[config.mk]
export PLATFORM = sky130hd
export DESIGN_NAME = lpm_ctrl
export DESIGN_NICKNAME = d
export VERILOG_FILES = /design/src/rtl/lpm_pkg.sv /design/src/rtl/lpm_ctrl.sv
export SDC_FILE = /design/constraint.sdc
export NUM_CORES = 1
export LEC_CHECK = 0
export ABC_AREA = 1
export BUFFER_PORTS_ARGS = -buffer_cell sky130_fd_sc_hd__buf_2
export CAP_MARGIN = 10
export CORE_ASPECT_RATIO = 0.7
export CORE_MARGIN = 2
export CORE_UTILIZATION = 47
export CTS_BUF_LIST = sky130_fd_sc_hd__clkbuf_2
export DETAILED_ROUTE_END_ITERATION = 16
export PLACE_DENSITY = 0.77
export SLEW_MARGIN = 30
export SYNTH_ARGS = -nofsm -noshare
export SYNTH_HDL_FRONTEND = slang
export SYNTH_SLANG_ARGS = --single-unit
[constraint.sdc]
create_clock -name clock_i -period 1.35 [get_ports clock_i]
set_clock_uncertainty 0.2 [all_clocks]
set_input_delay 0.27 -clock clock_i [delete_from_list [all_inputs] [get_ports clock_i]]
set_output_delay 0.27 -clock clock_i [all_outputs]
set_load 0.01 [all_outputs]
[src/rtl/lpm_pkg.sv]
// Constants for the low power mode controller.
// Assumes one 20 MHz system clock and an active-low asynchronous reset.
package lpm_pkg;
    typedef enum logic [2:0] {
        LPM_RUN,
        LPM_WAIT,
        LPM_PSTOP,
        LPM_STOP,
        LPM_WAKE
    } lpm_mode_e;

    // Oscillator restart time after a wake from full stop.
    localparam int LPM_OSC_START_NS = 1000;
    localparam int LPM_CLK_PERIOD_NS = 50;
    localparam int LPM_OSC_START_CYC =
        (LPM_OSC_START_NS + LPM_CLK_PERIOD_NS - 1) / LPM_CLK_PERIOD_NS;
    localparam int LPM_CNT_W = 8;
    localparam logic [LPM_CNT_W-1:0] LPM_CNT_RESET = 8'h00;
endpackage : lpm_pkg
[src/rtl/lpm_ctrl.sv]
// Low power mode controller: run, wait, pseudo-stop and stop sequencing.
// Assumes CPU request strobes are one-cycle pulses on clock_i; wake pins are asynchronous.
`timescale 1ns/100ps
`default_nettype none
module lpm_ctrl (
    // Clock and reset.
    input wire logic clock_i,
    input wire logic reset_n_i,
    // CPU requests and condition code flags.
    input wire logic wait_instruction_i,
    input wire logic stop_instruction_i,
    input wire logic ccr_user_flag_i,
    input wire logic ccr_stop_disable_i,
    input wire logic nvm_busy_i,
    input wire logic pseudo_stop_sel_i,
    // Interrupt and wake sources.
    input wire logic nonmaskable_interrupt_request_i,
    input wire logic external_interrupt_request_i,
    input wire logic unmasked_interrupt_i,
    input wire logic periodic_tick_wake_i,
    input wire logic watchdog_wake_i,
    input wire logic autonomous_wake_timer_wake_i,
    input wire logic autonomous_wake_timer_en_i,
    input wire logic key_wakeup_pins_i,
    input wire logic key_wakeup_en_i,
    input wire logic async_serial_unit_wake_i,
    input wire logic async_serial_unit_wake_en_i,
    // Debug port.
    input wire logic debug_port_en_i,
    input wire logic debug_clock_in_stop_i,
    // Mode and clock controls.
    output logic [2:0] mode_o,
    output logic stop_ack_o,
    output logic cpu_clk_en_o,
    output logic sys_clk_en_o,
    output logic periph_clk_en_o,
    output logic osc_en_o,
    output logic tick_watchdog_clk_en_o,
    output logic wake_timer_clk_en_o,
    output logic debug_serial_clk_en_o,
    output logic regulator_reduced_o,
    output logic voltage_monitor_en_o,
    output logic counter_freeze_o
);
    lpm_pkg::lpm_mode_e mode_r, mode_nxt;
    logic [lpm_pkg::LPM_CNT_W-1:0] osc_cnt_r, osc_cnt_nxt;
    logic [1:0] key_sync_r, sci_sync_r;

    // Wake pins come from outside the clock domain.
    always_ff @(posedge clock_i or negedge reset_n_i) begin
        if (!reset_n_i) begin
            key_sync_r <= 2'h0;
            sci_sync_r <= 2'h0;
        end else begin
            key_sync_r <= {key_sync_r[0], key_wakeup_pins_i};
            sci_sync_r <= {sci_sync_r[0], async_serial_unit_wake_i};
        end
    end

    wire stop_allowed = !ccr_user_flag_i && !ccr_stop_disable_i;
    wire stop_accept = stop_instruction_i && stop_allowed && !nvm_busy_i;
    wire wait_exit = nonmaskable_interrupt_request_i || external_interrupt_request_i
        || unmasked_interrupt_i;
    wire stop_wake = wait_exit
        || (key_sync_r[1] && key_wakeup_en_i)
        || (sci_sync_r[1] && async_serial_unit_wake_en_i)
        || (autonomous_wake_timer_wake_i && autonomous_wake_timer_en_i);
    wire pstop_wake = stop_wake || periodic_tick_wake_i || watchdog_wake_i;
    wire osc_ready = osc_cnt_r == lpm_pkg::LPM_CNT_W'(lpm_pkg::LPM_OSC_START_CYC - 1);
    wire dbg_all = debug_port_en_i && debug_clock_in_stop_i;
    wire stop_taken = mode_r == lpm_pkg::LPM_RUN && stop_accept;

    always_comb begin
        mode_nxt = mode_r;
        osc_cnt_nxt = lpm_pkg::LPM_CNT_RESET;
        case (mode_r)
            lpm_pkg::LPM_RUN: begin
                if (stop_accept) begin
                    mode_nxt = pseudo_stop_sel_i ? lpm_pkg::LPM_PSTOP : lpm_pkg::LPM_STOP;
                end else if (wait_instruction_i) begin
                    mode_nxt = lpm_pkg::LPM_WAIT;
                end
            end
            lpm_pkg::LPM_WAIT: begin
                if (wait_exit) begin
                    mode_nxt = lpm_pkg::LPM_RUN;
                end
            end
            lpm_pkg::LPM_PSTOP: begin
                if (pstop_wake) begin
                    mode_nxt = lpm_pkg::LPM_RUN;
                end
            end
            lpm_pkg::LPM_STOP: begin
                if (stop_wake) begin
                    mode_nxt = dbg_all ? lpm_pkg::LPM_RUN : lpm_pkg::LPM_WAKE;
                end
            end
            lpm_pkg::LPM_WAKE: begin
                osc_cnt_nxt = osc_cnt_r + 1'b1;
                if (osc_ready) begin
                    mode_nxt = lpm_pkg::LPM_RUN;
                end
            end
            default: mode_nxt = lpm_pkg::LPM_RUN;
        endcase
    end

    always_ff @(posedge clock_i or negedge reset_n_i) begin
        if (!reset_n_i) begin
            mode_r <= lpm_pkg::LPM_RUN;
            osc_cnt_r <= lpm_pkg::LPM_CNT_RESET;
        end else begin
            mode_r <= mode_nxt;
            osc_cnt_r <= osc_cnt_nxt;
        end
    end

    // Next-state decoded outputs, registered so every output comes from a flop.
    wire n_run = mode_nxt == lpm_pkg::LPM_RUN;
    wire n_wait = mode_nxt == lpm_pkg::LPM_WAIT;
    wire n_pstop = mode_nxt == lpm_pkg::LPM_PSTOP;
    wire n_stop = mode_nxt == lpm_pkg::LPM_STOP;
    wire n_wake = mode_nxt == lpm_pkg::LPM_WAKE;
    wire n_dbg_stop = n_stop && debug_port_en_i;
    wire n_sys = n_run || n_wait || (n_stop && dbg_all);
    wire n_osc = !(n_stop && !dbg_all);
    wire n_reduced = n_stop && !debug_port_en_i;

    always_ff @(posedge clock_i or negedge reset_n_i) begin
        if (!reset_n_i) begin
            mode_o <= 3'h0;
            stop_ack_o <= 1'b0;
            cpu_clk_en_o <= 1'b1;
            sys_clk_en_o <= 1'b1;
            periph_clk_en_o <= 1'b1;
            osc_en_o <= 1'b1;
            tick_watchdog_clk_en_o <= 1'b1;
            wake_timer_clk_en_o <= 1'b1;
            debug_serial_clk_en_o <= 1'b1;
            regulator_reduced_o <= 1'b0;
            voltage_monitor_en_o <= 1'b1;
            counter_freeze_o <= 1'b0;
        end else begin
            mode_o <= mode_nxt;
            stop_ack_o <= stop_taken;
            cpu_clk_en_o <= n_run || (n_stop && dbg_all);
            sys_clk_en_o <= n_sys;
            periph_clk_en_o <= n_sys;
            osc_en_o <= n_osc;
            tick_watchdog_clk_en_o <= n_sys || n_pstop;
            wake_timer_clk_en_o <= 1'b1;
            debug_serial_clk_en_o <= !n_stop || debug_port_en_i;
            regulator_reduced_o <= n_reduced;
            voltage_monitor_en_o <= !n_stop || n_dbg_stop;
            counter_freeze_o <= (n_stop && !dbg_all) || n_wake;
        end
    end

    wire in_stop = mode_r == lpm_pkg::LPM_STOP;
endmodule : lpm_ctrl
`default_nettype wire

==> metrics.md, run 1 <==
| Metric | Value |
|---|---|
| Routed WL | `3000 microns` |
| Finished Layout Cells | `211` |
| Min cycle time layout | `1.54 ns` |
| Slowest-stage cell, CP | `dfrtp_2` |
| Top cell type's share of synthesized area | `0.403` |
| Synth async-reset ratio | `1.00` |
| Starting DRT DRC Count | `38` |
| Crit. End Element | `output port` |
| Slew Viols, Final | `0` |
| Ys flop type | `dfrtp_1` |
| DRC Markers | `0` |
| Slew @ Worst Pin | `0.524 ns` |
| Footprint of the multi-input gates | `~530 sq um` |
| Hold path depth | `4` |
| Die Height | `44.8 microns` |
| Worst-path clk slew | `0.20 ns` |
| Cell internal pwr | `1.15 mW` |
| FF+latch area | `611 sq um` |
| Die footprint | `2790 sq um` |
| CP top delay family | `flip-flops` |
| Clock root cell | `clkbuf_2` |
| Io pins | `35` |
| Final ANT Viol Nets | `0` |
| Worst flop-to-flop path startpoint | `osc_cnt_r[0]` |
| H-Tree Depth | `1` |
| Core Rows | `14` |
| CTS tree | `yes` |
| Critical path launch point type | `flop` |
| Max cap viols | `0` |
| Status | `finished, violations left` |
| Filler cells | `125` |
| Worst reg-to-reg path cell count | `7` |
| Pwr dens | `1000 nW/um^2` |
| Worst path required time | `0.88 ns` |
| # diodes | `0` |
| Max_slew headroom | `0.651` |
| Num CTS Buffers | `3` |
| Failing checks | `setup timing` |
| Synthesized instance count | `between 100 and 150` |
| Grt total ovfl | `0` |
| Cell mode on critical path | `buf_6` |
| Library cells used by synthesis | `22` |
| Initial core utilization | `0.506` |
| Initial antenna violation count | `0` |
| Clock buffer depth | `2` |
| Dominant cells by area after synthesis | `dfrtp_1 40%, dfstp_2 14%, nand2_1 6.4%, nor2_1 6.4%, inv_1 5.4%` |
| Syn nets | `around 140` |
| Buf/Inv on CP | `2` |
| Worst-path maximum fanout | `4` |
| CP Launch Point | `mode_o[0]` |
| Syn. warnings | `0` |
| Psw | `0.556 mW` |
| Cell accounting for the most synthesized area | `dfrtp_1` |
| Synth Cell Area | `roughly 1100 sq um` |
| Vias in the first global route | `roughly 1,100` |
| Setup WS post-layout | `-0.195 ns` |
| Detailed Place HPWL | `1570 microns` |
| FMAX | `0.647 GHz` |
| Switching fraction of total power | `0.325` |
| Area Growth Syn to Fin | `52.6%` |
| Worst hold path type | `input port to flop` |
| CP Cell Sequence | `buf_6 -> buf_6` |
| Fin nets | `slightly above 200` |
| Clk_lat worst skew | `0.34 ns` |
| Slowest Stage Delay on Critical Path | `approximately 0.49 ns` |
| Util after Layout | `0.773` |
| Port Buf Inserts | `33` |
| RSZ-0062 raised after global routing | `true` |
| Router iterations before antenna repair | `4` |
| Crit. path cell count | `2` |
| Global-route wire length before repair | `roughly 4800 microns` |
| Setup TNS | `-3.36 ns` |
| Comb pwr share | `0.348` |
| Setup violations, final | `25` |
| Clk sinks | `24` |
| WS Path Type | `flop to output port` |
| Pleak | `0.838 nW` |
| Clock network power share | `0.156` |
| Seq pwr share | `0.496` |
| Synthesized flop and latch total | `24` |
| Worst hold margin | `0.00265 ns` |
| Max rail drop VDD | `between 0.7 and 0.8 mV` |
| Post-synth EDFFs | `0` |
| RePlAce Congestion | `around 0.8` |
| Post-placement cell count | `approximately 190` |
| Die X | `62.3 microns` |
| Largest net degree at the start of global routing | `25` |
| Core Area | `2210 sq um` |
| DR WL/cell | `between 10 and 15 microns` |
| GRT Overall Usage | `0.228` |
| CP arrival | `1.07 ns` |
| Crit share post-route | `1.14` |
| Sequential fraction of the synthesis area | `0.544` |
| DR vias | `1,040` |
| Vias per inst | `4.93` |
| Layout cells sized above 1 | `0.575` |
| Syn avg cell area | `9.16 sq um` |
| Post-synth top cells | `19 x nand2_1, 19 x nor2_1, 18 x dfrtp_1, 16 x inv_1` |
| Final hold violation count | `0` |
| Hold Startpoint | `ccr_user_flag_i` |
==> placed cells by master, fill, tap and decap left out <==
master and n:
nor2_4 6, dfstp_2 6, clkbuf_2 3, nor3b_2 3
a21oi_2 1, nor4_2 1, nor3_1 2, nand2_2 6
conb_1 1, inv_1 14, nand3_4 4, buf_4 11
ha_2 1, a21oi_1 1, dfrtp_1 16, clkinv_1 1
dlygate4sd3_1 4, nand2_4 3, nand4_1 1, nor2_1 14
nor2_2 6, dfrtp_2 2, nor3_2 2, nand3_2 2
inv_2 6, buf_6 17, nand3b_1 2, buf_2 23
nand2_1 17, nand3_1 3
==> through the flow <==
step	worst slack [ns]	total power, mW	instance area [sq um]
2_1_floorplan	-0.0244	1.09	1120
3_3_place_gp	-0.0498	1.24	1370
3_5_place_dp	-0.0858	1.25	1370
4_1_cts	-0.169	1.67	1630
5_1_grt	-0.274	1.81	1710
6_report	-0.195	1.71	1710
==> layout make-up <==
cell class / instances / share of cell area
Clock buffer: 3 / 0.00880
Clock inverter: 1 / 0.00220
Inverter: 20 / 0.0440
Multi-Input combinational cell: 76 / 0.312
Sequential cell: 24 / 0.358
Tap cell: 32 / 0.0235
Timing Repair Buffer: 55 / 0.252
==> worst paths after layout <==
path                                 end  slack [ns]
min in group asynchronous     stop_ack_o        0.20
hold / removal                stop_ack_o       0.003
setup reg to reg            osc_cnt_r[6]       -0.18
max in group asynchronous      mode_o[0]        0.38
setup / recovery               mode_o[0]       -0.19
hold reg to reg            sci_sync_r[1]        0.18
==> routing by layer <==
layer  GRT usage  vias up  part of all wire  routed length (microns)
met3      0.0574       12             0.066                      198
met1       0.256      485              0.41                     1220
met5           0        -                 0                        0
met4      0.0844        0             0.029                       87
li1            -      488                 -                        -
met2       0.439       55              0.50                     1490
==> flip-flops by register name, indices dropped and copies added (netlist names) <==
register and cells:
sci_sync_r 2, tick_watchdog_clk_en_o 1, stop_ack_o 1, voltage_monitor_en_o 1
mode_o 3, cpu_clk_en_o 1, periph_clk_en_o 1, key_sync_r 2
counter_freeze_o 1, osc_cnt_r 8, regulator_reduced_o 1, debug_serial_clk_en_o 1
osc_en_o 1
==> cell families (layout without fill, tap and decap cells) <==
group,count (synthesis),in the layout,share of synthesized area
adders and majority gates,1,1,0.0112
other,1,1,0.00336
DFF,24,24,0.544
and+or+nand+nor,72,72,0.352
AOI/OAI and AO/OA,2,2,0.00896
buffers and inverters,22,79,0.0806
==> power by group through the flow <==
stage / logic [mW] / registers, mW / clock network, mW
after floorplan: 0.226 / 0.868 / 0
after global placement: 0.403 / 0.835 / 0
after detailed placement: 0.411 / 0.836 / 0
after CTS: 0.555 / 0.836 / 0.274
after global routing: 0.640 / 0.858 / 0.316
final: 0.596 / 0.847 / 0.267
==> tightest hold or removal path, cell delays in order <==
cell and delay [ns]:
buf_2 0.08, nor2_2 0.03, nand2_1 0.11, nor2_4 0.04
==> what timing repair did <==
action	CTS	global route
gates cloned	0	0
resized for setup	31	15
hold buffers	4	0
setup buffers	8	2
hold endpoints to repair	23	0
pin swaps	8	6
endpoints found under the setup margin	25	32
Note: power is estimated with default switching activity, not from simulation.
==> inputs of run 2 (changes only) <==
Clock period 1.35 ns to 1.3 ns, I/O delays scaled along.
==> run 2 against run 1 <==
The run ends with hold timing, setup timing left. Final cell count unchanged. Combinational power up 3%. Register-to-register slack worse by 0.06 ns. Die area unchanged. Sequential share of layout area down 0.84 points. Largest power group unchanged. Worst setup slack worse by 0.053 ns. Sequential cell count unchanged. Utilization up 1.7 points.
==> metrics.md, run 2 (synthesis results as in run 1) <==
| Metric | Value |
|---|---|
| Min cycle time layout | `1.55 ns` |
| Clock buffer depth | `2 (unchanged)` |
| Dpl ws | `-0.155 ns (-0.0697 ns)` |
| Pwr dens | `1140 nW/um^2 (+14%)` |
| Post-route cell area | `1740 sq um (+2.2%)` |
| Setup WS post-layout | `-0.248 ns (-0.0533 ns)` |
| Worst hold margin | `-0.00800 ns (-0.0107 ns)` |
| RSZ-0062 raised after global routing | `true` |
| Hold EP | `stop_ack_o` |
| Clock root cell | `clkbuf_2` |
| Fin nets | `202 (unchanged)` |
| Footprint of the multi-input gates | `534 sq um (+0.47%)` |
| Core Rows | `14 (unchanged)` |
| Routed WL | `2870 microns (-4.1%)` |
| FF+latch area | `609 sq um (-0.21%)` |
| Setup violations, final | `32 (+28%)` |
| CP arrival | `1.09 ns (+0.02 ns)` |
| Die Height | `44.8 microns (unchanged)` |
| Reg2reg setup slack | `-0.24 ns (-0.06 ns)` |
| Status | `finished, violations left` |
| Switching fraction of total power | `0.299 (-0.0257)` |
| Pleak | `0.874 nW (+4.3%)` |
| Die X | `62.3 microns (unchanged)` |
| DR WL/cell | `13.6 microns (-4.1%)` |
| Global-route wire length before repair | `4240 microns (-11%)` |
| Leading cell type in the layout, fill and taps excluded | `buf_2` |
| Clock network power share | `0.248 (+0.092)` |
| Core Area | `2210 sq um (unchanged)` |
| Slew Viols, Final | `0 (unchanged)` |
| Largest reg by FF count | `osc_cnt_r` |
| Worst path required time | `0.84 ns (-0.04 ns)` |
| Worst-path maximum fanout | `3 (-1)` |
| Detailed Place HPWL | `1630 microns (+4.1%)` |
| RePlAce Congestion | `0.834 (+1.1%)` |
| Worst hold path type | `input port to flop` |
| Router iterations before antenna repair | `4 (unchanged)` |
| Crit Reg-Reg Endpoint | `voltage_monitor_en_o` |
| Initial antenna violation count | `0 (unchanged)` |
| CTS tree | `yes` |
| Cell internal pwr | `1.39 mW (+21%)` |
| Io pins | `35 (unchanged)` |
| Psw | `0.595 mW (+7.0%)` |
| Critical path launch point type | `flop` |
| Starting DRT DRC Count | `25 (-34%)` |
| # diodes | `0 (unchanged)` |
| Failing checks | `hold timing, setup timing` |
| Area Growth Syn to Fin | `56.0%` |
| Biggest regs | `osc_cnt_r: 8 flops, mode_o: 3 flops` |
| Largest register FFs | `8 (unchanged)` |
| Filler cells | `141 (+13%)` |
| FMAX | `0.646 GHz` |
| Clk sinks | `24 (unchanged)` |
| Seq pwr share | `0.443 (-0.053)` |
| Worst flop-to-flop path startpoint | `mode_o[2]` |
| WS Path Type | `flop to output port` |
| Final ANT Viol Nets | `0 (unchanged)` |
| Worst-path clk slew | `0.23 ns (+0.03 ns)` |
| Comb pwr share | `0.309 (-0.039)` |
| Crit share post-route | `1.19` |
| Clk_lat worst skew | `0.35 ns (about the same)` |
| Commonest non-fill, non-tap cells in the layout | `23 x buf_2, 17 x dfrtp_1, 17 x buf_6, 16 x nand2_1` |
| DRC Markers | `0 (unchanged)` |
| Vias in the first global route | `982 (-8.4%)` |
| Worst reg-to-reg path cell count | `10 (+3)` |
| Post-Place Cell Area | `1380 sq um (+0.91%)` |
| Initial core utilization | `0.506 (unchanged)` |
| Grt total ovfl | `0 (unchanged)` |
| Num CTS Buffers | `3 (unchanged)` |
| Final hold violation count | `1 (+1)` |
| Port Buf Inserts | `33 (unchanged)` |
| Max cap viols | `0 (unchanged)` |
| H-Tree Depth | `1 (unchanged)` |
| Max_slew headroom | `0.648 (-0.00247)` |
| Layout cells sized above 1 | `0.575 (unchanged)` |
| Slew @ Worst Pin | `0.527 ns (+0.00371 ns)` |
| Crit. End Element | `output port` |
| Vias per inst | `4.68 (-5.1%)` |
| GRT Overall Usage | `0.203 (-0.0256)` |
| Max rail drop VDD | `0.674 mV (-10%)` |
| Hold Startpoint | `nvm_busy_i` |
| Largest net degree at the start of global routing | `25 (unchanged)` |
| Die footprint | `2790 sq um (unchanged)` |
| Hold path depth | `4 (unchanged)` |
| DR vias | `987 (-5.1%)` |
-- run 2: final cells by class --
type,instances,area share
timing repair buffer,55,0.248
clock inverter,1,0.0172
multi-input combinational,76,0.307
tap,32,0.0230
clock buffer,3,0.00861
inverter,20,0.0474
sequential,24,0.350
-- run 2: stage by stage --
stage	TNS, ns	std cells	hold slack (ns)	power, mW	utilization
floorplan	-0.342	122	-0.236	1.14	-
CTS	-4.03	207	0.00533	1.94	0.734
detailed placement	-1.23	194	0.0689	1.31	0.625
global placement	-0.778	194	0.0513	1.29	0.625
global route	-7.05	211	-0.00401	2.07	0.790
finish	-5.05	211	-0.00800	1.99	0.790
-- run 2: repair_timing --
item,in CTS,in global routing
setup buffers,5,3
endpoints found under the setup margin,27,32
pin swaps,11,13
cloned,0,0
gates resized for setup,26,21
endpoints found under the hold margin,23,2
hold buffers,4,1
-- run 2: how the worst max path moves through the flow --
stage	end	depth (start not counted)	slack (ns)	startpoint
6_report	mode_o[2]	2	-0.25	mode_o[2]
5_1_grt	periph_clk_en_o	7	-0.38	osc_cnt_r[0]
4_1_cts	mode_o[0]	2	-0.24	mode_o[0]
3_5_place_dp	tick_watchdog_clk_en_o	8	-0.16	mode_o[0]
3_3_place_gp	debug_serial_clk_en_o	8	-0.12	mode_o[0]
2_1_floorplan	debug_serial_clk_en_o	8	-0.07	mode_o[2]
-- run 2: layer usage --
| metal | wire, microns | up-vias | share of wire | global-route usage |
|---|---|---|---|---|
| li1 | - | 482 | - | - |
| met1 | 1210 | 469 | 0.42 | 0.240 |
| met3 | 144 | 6 | 0.050 | 0.0599 |
| met2 | 1490 | 30 | 0.52 | 0.372 |
| met4 | 30 | 0 | 0.010 | 0.0622 |
| met5 | 0 | - | 0 | 0 |
-- run 2: power groups by stage --
stage | clock (mW) | sequential, mW | combinational (mW)
2_1_floorplan | 0 | 0.902 | 0.236
3_3_place_gp | 0 | 0.870 | 0.422
3_5_place_dp | 0 | 0.873 | 0.432
4_1_cts | 0.496 | 0.879 | 0.564
5_1_grt | 0.524 | 0.890 | 0.659
6_report | 0.493 | 0.881 | 0.613
-- run 2: critical path: stages (launching register included) --
cell	delay (ns)
dfrtp_1	0.48
buf_6	0.14
buf_6	0.11
==> inputs of run 3 (changes only) <==
Settings changed: CORE_MARGIN 2 to unset, SKIP_LAST_GASP set to 1.
==> run 3 against run 2 <==
The flow finishes with violations (setup timing). Clock-buffer cell count unchanged. Die area shrank 7.5%. Register-to-register slack got worse by 0.03 ns. Sequential power grew 0.8%. Sequential cell count unchanged. Wire length is 16% lower. Utilization fell by 5.1 points. Critical path type is now flop to flop. Largest cell class unchanged.
==> metrics.md, run 3 (synthesis results as in run 1) <==
| Metric | Value |
|---|---|
| Grt total ovfl | `0 (unchanged)` |
| Crit share post-route | `1.21 (+0.0163)` |
| Max cap viols | `0 (unchanged)` |
| Max_slew headroom | `0.659 (+0.0101)` |
| Leading cell type in the layout, fill and taps excluded | `buf_2` |
| Initial antenna violation count | `0 (unchanged)` |
| Worst flop-to-flop path startpoint | `mode_o[0]` |
| Largest register FFs | `8 (unchanged)` |
| Setup WS post-layout | `-0.269 ns (-0.0211 ns)` |
| Met3 routed WL | `157 microns (+9.0%)` |
| Starting DRT DRC Count | `32 (+28%)` |
| Post-Place Cell Area | `1390 sq um (+0.36%)` |
| Clk sinks | `24 (unchanged)` |
| Pleak | `0.806 nW (-7.8%)` |
| DRC Markers | `0 (unchanged)` |
| Hold Startpoint | `nvm_busy_i` |
| Final ANT Viol Nets | `0 (unchanged)` |
| Biggest regs | `osc_cnt_r: 8 flops, mode_o: 3 flops` |
| Clk_lat worst skew | `0.32 ns (-0.03 ns)` |
| Global-route wire length before repair | `3630 microns (-14%)` |
| Vias per inst | `4.56 (-2.5%)` |
| Router iterations before antenna repair | `6 (+2)` |
| Die Height | `42.8 microns (-4.5%)` |
| Detailed Place HPWL | `1620 microns (-0.80%)` |
| Clock root cell | `clkbuf_2` |
| CP arrival | `1.65 ns (+0.56 ns)` |
| Post-route cell area | `1620 sq um (-7.2%)` |
| Hold path depth | `4 (unchanged)` |
| Crit Reg-Reg Endpoint | `periph_clk_en_o` |
| Largest net degree at the start of global routing | `25 (unchanged)` |
| FMAX | `0.637 GHz (-1.3%)` |
| Critical path launch point type | `flop` |
| Setup violations, final | `28 (-13%)` |
| Status | `finished, violations left` |
| Port Buf Inserts | `33 (unchanged)` |
| Final hold violation count | `0 (-1)` |
| Worst-path clk slew | `0.20 ns (-0.03 ns)` |
| Commonest non-fill, non-tap cells in the layout | `24 x buf_2, 17 x nand2_1, 17 x dfrtp_1, 15 x inv_1, 13 x nor2_1` |
| CTS tree | `yes` |
| Worst hold margin | `0.0186 ns (+0.0266 ns)` |
| Clock buffer depth | `2 (unchanged)` |
| Initial core utilization | `0.510 (+0.00405)` |
| Failing checks | `setup timing` |
| Die footprint | `2580 sq um (-7.5%)` |
| Core Area | `2190 sq um (-0.79%)` |
| Layout cells sized above 1 | `0.541 (-0.0347)` |
| Fin nets | `195 (-3.5%)` |
| Io pins | `35 (unchanged)` |
| Core Rows | `14 (unchanged)` |
| Area Growth Syn to Fin | `44.8%` |
| Met1 wire length | `1040 microns (-14%)` |
| Crit. End Element | `flop` |
| Total power | `1.81 mW (-8.9%)` |
| Worst path required time | `1.38 ns (+0.54 ns)` |
| H-Tree Depth | `1 (unchanged)` |
| Die X | `60.3 microns (-3.2%)` |
| Met2 wire length | `1200 microns (-19%)` |
| Min cycle time layout | `1.57 ns (+0.0211 ns)` |
| Pwr dens | `1120 nW/um^2 (-1.9%)` |
| Largest reg by FF count | `osc_cnt_r` |
| Num CTS Buffers | `3 (unchanged)` |
| CP Launch Point | `mode_o[0]` |
| Vias in the first global route | `864 (-12%)` |
| Routed WL | `2420 microns (-16%)` |
| Slew Viols, Final | `0 (unchanged)` |
| Worst-path maximum fanout | `4 (+1)` |
| Slew @ Worst Pin | `0.512 ns (-0.0152 ns)` |
| Max rail drop VDD | `0.605 mV (-10%)` |
| Hold EP | `stop_ack_o` |
| RePlAce Congestion | `0.833 (-0.11%)` |
| WS Path Type | `flop to flop` |
| Worst hold path type | `input port to flop` |
| RSZ-0062 raised after global routing | `true` |
| Hold_buf cts | `4 (unchanged)` |
| Reg2reg setup slack | `-0.27 ns (-0.03 ns)` |
| GRT Overall Usage | `0.198 (-0.00493)` |
| DR WL/cell | `11.8 microns (-13%)` |
| Top sig layer | `met4` |
| Worst reg-to-reg path cell count | `8 (-2)` |
| DR vias | `930 (-5.8%)` |
| # diodes | `0 (unchanged)` |
-- run 3: stage by stage --
stage	instances	worst slack (ns)	setup TNS [ns]	utilization
CTS	203	-0.204	-3.81	0.701
global placement	193	-0.123	-0.871	0.633
global route	204	-0.342	-5.89	0.739
finish	204	-0.269	-3.85	0.739
detailed placement	193	-0.187	-1.38	0.633
floorplan	122	-0.0744	-0.342	-
-- run 3: worst max-delay path: stages, from the launching register on --
cell and delay, ns:
dfrtp_2 0.50, buf_4 0.16, nand2_4 0.07, nor2_4 0.04
nand2_1 0.05, nor2_1 0.06, nor2_2 0.24, nand3_1 0.11
nand2_1 0.11
-- run 3: worst max-delay path by stage --
| stage | end | slack, ns | cells past startpoint |
|---|---|---|---|
| 2_1_floorplan | debug_serial_clk_en_o | -0.07 | 8 |
| 3_3_place_gp | tick_watchdog_clk_en_o | -0.12 | 8 |
| 3_5_place_dp | voltage_monitor_en_o | -0.19 | 8 |
| 4_1_cts | mode_o[0] | -0.20 | 2 |
| 5_1_grt | periph_clk_en_o | -0.34 | 7 |
| 6_report | periph_clk_en_o | -0.27 | 8 |
-- run 3: per-layer routing --
layer	vias to the layer above	GRT usage
met2	33	0.303
met5	-	0
met4	0	0.0419
li1	471	-
met1	424	0.269
met3	2	0.0701
-- run 3: what timing repair did --
action,CTS,global route
gates cloned,0,0
setup endpoints to repair,29,32
pin swaps,1,6
setup buffers,2,1
endpoints found under the hold margin,23,1
gates resized for setup,14,20
-- run 3: final cells by class --
class,count,area [sq um]
Tap cell,32,40.0
Timing Repair Buffer,48,368
Fill cell,149,572
Inverter,20,75.1
Clock inverter,1,3.75
Multi-Input combinational cell,76,507
Sequential cell,24,609
Clock buffer,3,15.0
-- run 3: where the power goes --
group          leakage (nW)  switching, mW  internal (mW)
Combinational         0.490          0.325          0.330
Sequential            0.302         0.0593          0.829
Clock                0.0140          0.201         0.0669
Total                 0.806          0.585           1.23
